File: config.mk
export PLATFORM = sky130hd
export DESIGN_NAME = async_channel
export DESIGN_NICKNAME = d
export VERILOG_FILES = /design/src/async_channel_pkg.sv /design/src/async_rx_sync.sv /design/src/async_channel.sv
export VERILOG_INCLUDE_DIRS = /design/src /design/src/src
export SDC_FILE = /design/constraint.sdc
export NUM_CORES = 1
export LEC_CHECK = 0
export BUFFER_PORTS_ARGS = -buffer_cell sky130_fd_sc_hd__buf_2
export CORE_ASPECT_RATIO = 1.75
export CORE_MARGIN = 2
export CORE_UTILIZATION = 45
export DETAILED_ROUTE_END_ITERATION = 12
export GPL_TIMING_DRIVEN = 0
export PLACE_DENSITY = 0.68
export SYNTH_ARGS = -nofsm -noshare
export SYNTH_HDL_FRONTEND = slang
export SYNTH_SLANG_ARGS = --single-unit
File: constraint.sdc
create_clock -name i_sys_clk -period 2.6 [get_ports i_sys_clk]
set_clock_uncertainty 0.05 [all_clocks]
set_input_delay 0.39 -clock i_sys_clk [delete_from_list [all_inputs] [get_ports i_sys_clk]]
set_output_delay 0.39 -clock i_sys_clk [all_outputs]
set_load 0.01 [all_outputs]
File: src/async_channel_regs.svh
// Purpose: Constants for the asynchronous serial channel
// Assumes: One serial-clock tick is a one-cycle pulse on the system clock
// Notes:   Counts are in serial-clock ticks
`ifndef ASYNC_CHANNEL_REGS_SVH
`define ASYNC_CHANNEL_REGS_SVH

// -----------------------------------------------------------------------
// Sample timing
// -----------------------------------------------------------------------
`define HALF_BIT_TICKS   4'h7
`define FULL_BIT_TICKS   4'hf

// -----------------------------------------------------------------------
// Parity select encodings
// -----------------------------------------------------------------------
`define PAR_NONE         2'h0
`define PAR_ZERO         2'h1
`define PAR_ODD          2'h2
`define PAR_EVEN         2'h3

// -----------------------------------------------------------------------
// Reset values
// -----------------------------------------------------------------------
`define RX_BUF_RESET     9'h000
`define TX_FRAME_RESET   12'hfff

`endif

File: src/async_channel_pkg.sv
// Purpose: Types for the asynchronous serial channel
// Assumes: Nothing beyond the header constants
// Notes:   Mode and status travel as packed structs
package async_channel_pkg;

  // ---------------------------------------------------------------------
  // Mode and status carriers
  // ---------------------------------------------------------------------
  typedef struct packed {
    logic [1:0] parity_select;
    logic       char_length_sel;
    logic       two_stop_sel;
    logic       expansion_bit_sel;
  } async_mode_s;

  typedef struct packed {
    logic parity_err_flag;
    logic framing_err_flag;
    logic overrun_err_flag;
  } async_status_s;

  typedef enum logic [1:0] {
    RX_IDLE  = 2'b00,
    RX_START = 2'b01,
    RX_DATA  = 2'b10,
    RX_STOP  = 2'b11
  } rx_state_e;

endpackage

File: src/async_rx_sync.sv
// Purpose: Three-stage pin synchroniser with agreement filter
// Assumes: Pin is asynchronous to the system clock
// Notes:   Output changes once stages two and three agree
module async_rx_sync (
  input  wire logic i_sys_clk,
  input  wire logic i_rst_n,
  input  wire logic i_pin,
  output logic      o_level
);

  logic [2:0] sync_q;

  always_ff @(posedge i_sys_clk or negedge i_rst_n) begin
    if (!i_rst_n) begin
      sync_q <= 3'h7;
    end else begin
      sync_q <= {sync_q[1:0], i_pin};
    end
  end

  always_ff @(posedge i_sys_clk or negedge i_rst_n) begin
    if (!i_rst_n) begin
      o_level <= 1'b1;
    end else if (sync_q[1] == sync_q[2]) begin
      o_level <= sync_q[2];
    end
  end

endmodule

File: src/async_channel.sv
// Purpose: Full-duplex asynchronous serial channel with three requests
// Assumes: i_serial_tick pulses once per baud-generator serial clock
// Notes:   Request outputs are one-cycle pulses
`include "async_channel_regs.svh"

module async_channel (
  input  wire logic                          i_sys_clk,
  input  wire logic                          i_rst_n,
  input  wire logic                          i_serial_tick,
  input  wire async_channel_pkg::async_mode_s i_mode,
  input  wire logic                          i_async_tx_enable,
  input  wire logic                          i_async_rx_enable,
  input  wire logic                          i_tx_write,
  input  wire logic [8:0]                    i_tx_shift_word,
  input  wire logic                          i_rx_buffer_read,
  input  wire logic                          i_rx_pin,
  output logic                               o_tx_pin,
  output logic [8:0]                         o_rx_buffer_word,
  output async_channel_pkg::async_status_s   o_async_status,
  output logic                               o_tx_busy,
  output logic                               o_rx_error_irq,
  output logic                               o_rx_done_irq,
  output logic                               o_tx_done_irq
);

  import async_channel_pkg::*;

  // ---------------------------------------------------------------------
  // Frame format helpers
  // ---------------------------------------------------------------------
  function automatic logic [3:0] data_bits(input async_mode_s m);
    if (m.parity_select == `PAR_NONE && m.expansion_bit_sel) begin
      data_bits = 4'h9;
    end else if (m.char_length_sel) begin
      data_bits = 4'h8;
    end else begin
      data_bits = 4'h7;
    end
  endfunction

  function automatic logic par_bit(input async_mode_s m,
                                   input logic [8:0]  d);
    logic ones;
    ones = ^(m.char_length_sel ? d[7:0] : {1'b0, d[6:0]});
    case (m.parity_select)
      `PAR_ODD:  par_bit = ~ones;
      `PAR_EVEN: par_bit = ones;
      default:   par_bit = 1'b0;
    endcase
  endfunction

  function automatic logic has_par(input async_mode_s m);
    has_par = m.parity_select != `PAR_NONE;
  endfunction

  function automatic logic checks_par(input async_mode_s m);
    checks_par = m.parity_select == `PAR_ODD ||
                 m.parity_select == `PAR_EVEN;
  endfunction

  function automatic logic bit_due(input logic       tick,
                                   input logic [3:0] count);
    bit_due = tick && count == `FULL_BIT_TICKS;
  endfunction

  // ---------------------------------------------------------------------
  // Reset release
  // ---------------------------------------------------------------------
  logic [1:0] rst_sync_q;
  logic       rst_n;

  always_ff @(posedge i_sys_clk or negedge i_rst_n) begin
    if (!i_rst_n) begin
      rst_sync_q <= 2'h0;
    end else begin
      rst_sync_q <= {rst_sync_q[0], 1'b1};
    end
  end

  assign rst_n = rst_sync_q[1];

  // ---------------------------------------------------------------------
  // Transmitter
  // ---------------------------------------------------------------------
  logic [11:0] tx_frame_q;
  logic [3:0]  tx_bits_left_q;
  logic [3:0]  tx_tick_q;
  logic        tx_busy_q;
  logic        tx_take;
  logic        tx_bit_end;
  logic [11:0] tx_frame_d;
  logic [3:0]  tx_len_d;
  logic [3:0]  tx_dbits;
  logic        tx_has_par;

  // Writes only land when enabled and idle
  assign tx_take    = i_tx_write && i_async_tx_enable &&
                      !tx_busy_q;
  assign tx_bit_end = tx_busy_q && bit_due(i_serial_tick, tx_tick_q);
  assign tx_dbits   = data_bits(i_mode);
  assign tx_has_par = has_par(i_mode);

  // Build frame: start, data LSB first, parity, stop(s), rest idle high
  always_comb begin
    tx_frame_d = 12'hfff;
    tx_frame_d[0] = 1'b0;
    for (int i = 0; i < 9; i++) begin
      if (4'(i) < tx_dbits) begin
        tx_frame_d[i + 1] = i_tx_shift_word[i];
      end
    end
    if (tx_has_par) begin
      tx_frame_d[tx_dbits + 4'h1] = par_bit(i_mode, i_tx_shift_word);
    end
    // Total frame bits: start + data + parity + stops
    tx_len_d = 4'(tx_dbits + 4'h2 + {3'h0, tx_has_par} +
                  {3'h0, i_mode.two_stop_sel});
  end

  always_ff @(posedge i_sys_clk or negedge rst_n) begin
    if (!rst_n) begin
      tx_busy_q <= 1'b0;
    end else if (tx_take) begin
      tx_busy_q <= 1'b1;
    end else if (tx_bit_end && tx_bits_left_q == 4'h1) begin
      tx_busy_q <= 1'b0;
    end
  end

  always_ff @(posedge i_sys_clk or negedge rst_n) begin
    if (!rst_n) begin
      tx_frame_q <= `TX_FRAME_RESET;
    end else if (tx_take) begin
      tx_frame_q <= tx_frame_d;
    end else if (tx_bit_end) begin
      tx_frame_q <= {1'b1, tx_frame_q[11:1]};
    end
  end

  always_ff @(posedge i_sys_clk or negedge rst_n) begin
    if (!rst_n) begin
      tx_bits_left_q <= 4'h0;
    end else if (tx_take) begin
      tx_bits_left_q <= tx_len_d;
    end else if (tx_bit_end) begin
      tx_bits_left_q <= tx_bits_left_q - 4'h1;
    end
  end

  always_ff @(posedge i_sys_clk or negedge rst_n) begin
    if (!rst_n) begin
      tx_tick_q <= 4'h0;
    end else if (tx_take) begin
      tx_tick_q <= 4'h0;
    end else if (tx_busy_q && i_serial_tick) begin
      tx_tick_q <= tx_tick_q + 4'h1;
    end
  end

  // Pulse as the final bit begins; reset never raises it
  always_ff @(posedge i_sys_clk or negedge rst_n) begin
    if (!rst_n) begin
      o_tx_done_irq <= 1'b0;
    end else begin
      o_tx_done_irq <= tx_bit_end && tx_bits_left_q == 4'h2;
    end
  end

  assign o_tx_pin  = tx_frame_q[0];
  assign o_tx_busy = tx_busy_q;

  // ---------------------------------------------------------------------
  // Receive pin synchroniser
  // ---------------------------------------------------------------------
  logic rx_level;

  async_rx_sync u_rx_sync (
    .i_sys_clk (i_sys_clk),
    .i_rst_n   (rst_n),
    .i_pin     (i_rx_pin),
    .o_level   (rx_level)
  );

  // ---------------------------------------------------------------------
  // Receiver
  // ---------------------------------------------------------------------
  rx_state_e   rx_state_q;
  logic [3:0]  rx_tick_q;
  logic [3:0]  rx_bits_left_q;
  logic [8:0]  rx_shift_q;
  logic        rx_par_q;
  logic [3:0]  rx_dbits;
  logic        rx_has_par;
  logic        rx_sample;
  logic        rx_frame_end;
  logic        rx_par_err;
  logic        rx_overrun;
  logic        rx_unread_q;

  assign rx_dbits   = data_bits(i_mode);
  assign rx_has_par = has_par(i_mode);
  assign rx_sample  = bit_due(i_serial_tick, rx_tick_q);
  assign rx_frame_end = rx_state_q == RX_STOP && rx_sample &&
                        i_async_rx_enable;

  always_ff @(posedge i_sys_clk or negedge rst_n) begin
    if (!rst_n) begin
      rx_state_q     <= RX_IDLE;
      rx_tick_q      <= 4'h0;
      rx_bits_left_q <= 4'h0;
      rx_shift_q     <= 9'h000;
      rx_par_q       <= 1'b0;
    end else if (!i_async_rx_enable) begin
      rx_state_q <= RX_IDLE;
      rx_tick_q  <= 4'h0;
    end else if (i_serial_tick) begin
      case (rx_state_q)
        RX_IDLE: begin
          rx_tick_q <= 4'h0;
          if (!rx_level) begin
            rx_state_q <= RX_START;
          end
        end
        RX_START: begin
          if (rx_tick_q == `HALF_BIT_TICKS) begin
            rx_tick_q <= 4'h0;
            if (rx_level) begin
              rx_state_q <= RX_IDLE;
            end else begin
              rx_state_q     <= RX_DATA;
              rx_bits_left_q <= 4'(rx_dbits + {3'h0, rx_has_par});
              rx_shift_q     <= 9'h000;
            end
          end else begin
            rx_tick_q <= rx_tick_q + 4'h1;
          end
        end
        RX_DATA: begin
          rx_tick_q <= rx_tick_q + 4'h1;
          if (rx_tick_q == `FULL_BIT_TICKS) begin
            rx_bits_left_q <= rx_bits_left_q - 4'h1;
            if (rx_has_par && rx_bits_left_q == 4'h1) begin
              rx_par_q <= rx_level;
            end else begin
              rx_shift_q[4'(rx_dbits - rx_bits_left_q + {3'h0, rx_has_par})]
                <= rx_level;
            end
            if (rx_bits_left_q == 4'h1) begin
              rx_state_q <= RX_STOP;
            end
          end
        end
        RX_STOP: begin
          rx_tick_q <= rx_tick_q + 4'h1;
          if (rx_tick_q == `FULL_BIT_TICKS) begin
            rx_state_q <= RX_IDLE;
          end
        end
        default: begin
          rx_state_q <= RX_IDLE;
        end
      endcase
    end
  end

  // Zero parity never flags; none has no parity bit
  assign rx_par_err = checks_par(i_mode) &&
                      rx_par_q != par_bit(i_mode, rx_shift_q);
  assign rx_overrun = rx_unread_q;

  // ---------------------------------------------------------------------
  // Receive buffer and status
  // ---------------------------------------------------------------------
  always_ff @(posedge i_sys_clk or negedge rst_n) begin
    if (!rst_n) begin
      o_rx_buffer_word <= `RX_BUF_RESET;
    end else if (rx_frame_end) begin
      o_rx_buffer_word <= rx_shift_q;
    end
  end

  // New frame wins over a same-cycle read
  always_ff @(posedge i_sys_clk or negedge rst_n) begin
    if (!rst_n) begin
      rx_unread_q <= 1'b0;
    end else if (rx_frame_end) begin
      rx_unread_q <= 1'b1;
    end else if (i_rx_buffer_read) begin
      rx_unread_q <= 1'b0;
    end
  end

  always_ff @(posedge i_sys_clk or negedge rst_n) begin
    if (!rst_n) begin
      o_async_status <= '0;
    end else if (rx_frame_end) begin
      o_async_status.parity_err_flag  <= rx_par_err;
      o_async_status.framing_err_flag <= !rx_level;
      o_async_status.overrun_err_flag <= rx_overrun;
    end else if (i_rx_buffer_read) begin
      o_async_status <= '0;
    end
  end

  // ---------------------------------------------------------------------
  // Receive requests
  // ---------------------------------------------------------------------
  // Error and done pulse together; error has priority 1, done 2, tx 3
  always_ff @(posedge i_sys_clk or negedge rst_n) begin
    if (!rst_n) begin
      o_rx_done_irq <= 1'b0;
    end else begin
      o_rx_done_irq <= rx_frame_end;
    end
  end

  always_ff @(posedge i_sys_clk or negedge rst_n) begin
    if (!rst_n) begin
      o_rx_error_irq <= 1'b0;
    end else begin
      o_rx_error_irq <= rx_frame_end &&
                        (rx_par_err || !rx_level || rx_overrun);
    end
  end

endmodule

==> flow_summary.toml <==
[yosys]
synth_most_common_cell = "nand2_1"
synth_top_area_share = 0.335
syn_area_um2 = 3520
ys_seq_area_frac = 0.454
synth_cells = 374
async_flop_share = 1.00
synth-seq-cells = 63
netlist-cell-type-count = 54
avgSynthCellArea_um2 = 9.40
synth_flop_cell = "dfrtp_1"
yosys.area.top_type = "dfrtp_1"
yosys-top-cells-area = "dfrtp_1 33%, dfstp_2 12%, nand2_1 9.2%, ha_1 7.1%, xnor2_1 5.0%"
synth_nets = 418
synth_warnings = 0
yosys-top-cells-count = "86 x nand2_1, 47 x dfrtp_1, 20 x ha_1, 20 x xnor2_1"
synth_enable_flop_cells = 0

[worst_setup_path]
slowest_stage = "or4_1"
crit_family = "simple AND/OR/NAND/NOR gates"
startpoint_type = "primary input"
criticalPathCategory = "primary input to register"
cp.arrival_ps = 2820
critPathBufInv = 2
path_cells = "buf_8 > or2_4 > clkinv_4 > a21o_4 > nor2_4 > nor2_4 > ha_4 > a21o_1 > a21oi_2 > xnor3_2 > nand2b_4 > or4_1 > nand3_1"
end_kind = "register"
cp_max_fo = 4
cp.required_ps = 2810
critPathMaxStageDelay_ps = 530
crit_path_frequent_cell = "nor2_4"

[floorplanning]
initial_core_util = 0.465
fp.dieW_um = 70.8
die_area_um2 = 8560
ioPinCount = 39
die_h_um = 121
rows = 42
coreArea_um2 = 7570

[final_layout]
fin_cells = 530
layout-drive-gt1-share = 0.247
multi_input_area_um2 = 1890
n_antenna_cell = 0
fillCellCount = 680
ff_latch_area_um2 = 1600
final_nets = 481
syn_to_final_growth_pct = 25.1

[sta]
post-route-min-period_ps = 2610
timing.setup.tns_ps = -10.4
layout_setup_ws_ps = -10.4
hold_violations = 0
setup_viol = 1
clock.fmax_mhz = 383
fin_crit_sh = 1.00
rsz0062_at_grt = "yes"
whs_ps = 109
tightest_slew_ps = 701
maxSlewHeadroom = 0.531
slew_violations = 0

[place]
hpwl_um = 5650
portBuffers = 37
gp_congestion = 0.816
dp_slack_ps = -435
placed_cells = 500

[grt]
gr-total-overflow = 0
grt_max_degree = 42
grtUsageTotal = 0.190
grt_pass1_vias = 2835
antenna_found_initial = 0
grt_pass1_wl_um = 12800

[clocking]
numCtsBuffers = 9
cts-root-buf = "clkbuf_16"
clockBufferDepth = 2
clk_pin_slew_ps = 50
cts_tree = "done"
h-tree-depth = 3
clkLatencyLatePin_ps = 330
clkSinkCount = 63

[detailed_routing]
wire_per_inst_um = 14.5
drt-total-wl_um = 7710
ant_nets = 0
drc = 0
vias = 2843
viasPerCell = 5.36
drtPass1Iterations = 4
drt-initial-drc-count = 189

[pwr]
power_leakage_nw = 2.06
power_density_nw_per_um2 = 904
ir_drop_mv = 0.434

[worst_hold_path]
holdCritPathClass = "primary input to register"

[status]
status = "finished, violations left"
violations = "negative setup slack"

[job]
cap_violations = 0
[through the flow]
stage                     total power [mW]  utilization  area (µm²)
after CTS                             3.75        0.562        4250
after floorplan                       2.09            -        3530
after global placement                2.28        0.506        3830
final                                 3.97        0.581        4400
after detailed placement              2.34        0.508        3850
after global routing                  4.21        0.581        4400
[worst paths after layout]
check / end / slack, ps / startpoint / cells after the start
setup reg to reg: rx_shift_q[1] / 40 / rx_bits_left_q[1] / 10
setup / recovery: rx_shift_q[1] / -10 / i_mode[4] / 13
max in group asynchronous: tx_frame_q[7] / 1670 / rst_sync_q[1] / 1
min in group asynchronous: rx_tick_q[3] / 180 / rst_sync_q[1] / 0
hold reg to reg: rx_tick_q[3] / 180 / rst_sync_q[1] / 0
hold / removal: u_rx_sync.sync_q[0] / 110 / i_rx_pin / 1
[power by group]
part	switching [mW]	total, mW	internal (mW)	leakage (nW)
Sequential	0.152	1.37	1.22	0.792
Clock	0.421	1.26	0.834	0.148
Combinational	0.672	1.35	0.681	1.12
Total	1.24	3.97	2.73	2.06
[metal layers]
layer,share of wire,global-route usage,vias to the layer above
li1,-,-,1405
met1,0.39,0.211,1364
met2,0.55,0.341,58
met3,0.035,0.0374,16
met4,0.027,0.0896,0
met5,0,0,-
[cell families (layout without fill, tap and decap cells)]
group,after synthesis,in the layout,share of synthesized area
compound gates,52,52,0.0979
xor+xnor,26,26,0.0730
fa+ha+maj,23,23,0.0854
buf+inv,34,102,0.0391
flops,63,63,0.454
mux,8,8,0.0235
other cells,1,1,0.00107
simple gates,167,167,0.226
[sequential cells by signal (all words and copies together) (netlist names), 2 cells and up]
signal / count
rx_tick_q: 4
tx_frame_q: 12
rx_state_q: 2
rx_bits_left_q: 4
o_rx_buffer_word: 9
tx_tick_q: 4
u_rx_sync.sync_q: 3
rst_sync_q: 2
tx_bits_left_q: 4
rx_shift_q: 9
o_async_status: 3
[cell usage in the layout (no fill, tap or decap), types with 5 or more instances in the layout]
| cell | Yosys | layout |
|---|---|---|
| inv_1 | 18 | 17 |
| buf_2 | 1 | 36 |
| nand2_1 | 86 | 86 |
| a21oi_1 | 6 | 5 |
| dfrtp_1 | 47 | 46 |
| o21ai_0 | 18 | 18 |
| nor3_1 | 6 | 6 |
| nor4_1 | 6 | 5 |
| a31oi_1 | 9 | 9 |
| buf_4 | 0 | 12 |
| mux2i_1 | 6 | 6 |
| nand3_1 | 18 | 18 |
| dfstp_2 | 16 | 16 |
| ha_1 | 20 | 17 |
| clkbuf_1 | 13 | 14 |
| xnor2_1 | 20 | 19 |
| clkbuf_16 | 0 | 9 |
| nor2_1 | 18 | 15 |
[layout make-up]
type | count | share of cell area
clock buffers | 10 | 0.0521
multi-input cells | 277 | 0.429
inverters | 19 | 0.0185
well taps | 88 | 0.0250
flip-flops and latches | 63 | 0.363
clock inverters | 6 | 0.0193
plain buffers | 15 | 0.0148
repair buffers | 52 | 0.0777
[what timing repair did]
item | in CTS | in global routing
endpoints found under the setup margin | 8 | 9
hold buffers | 1 | 0
resized for setup | 6 | 14
pin swaps | 5 | 13
setup buffers | 6 | 7
endpoints found under the hold margin | 2 | 0
(Power assumes the default switching activity.)
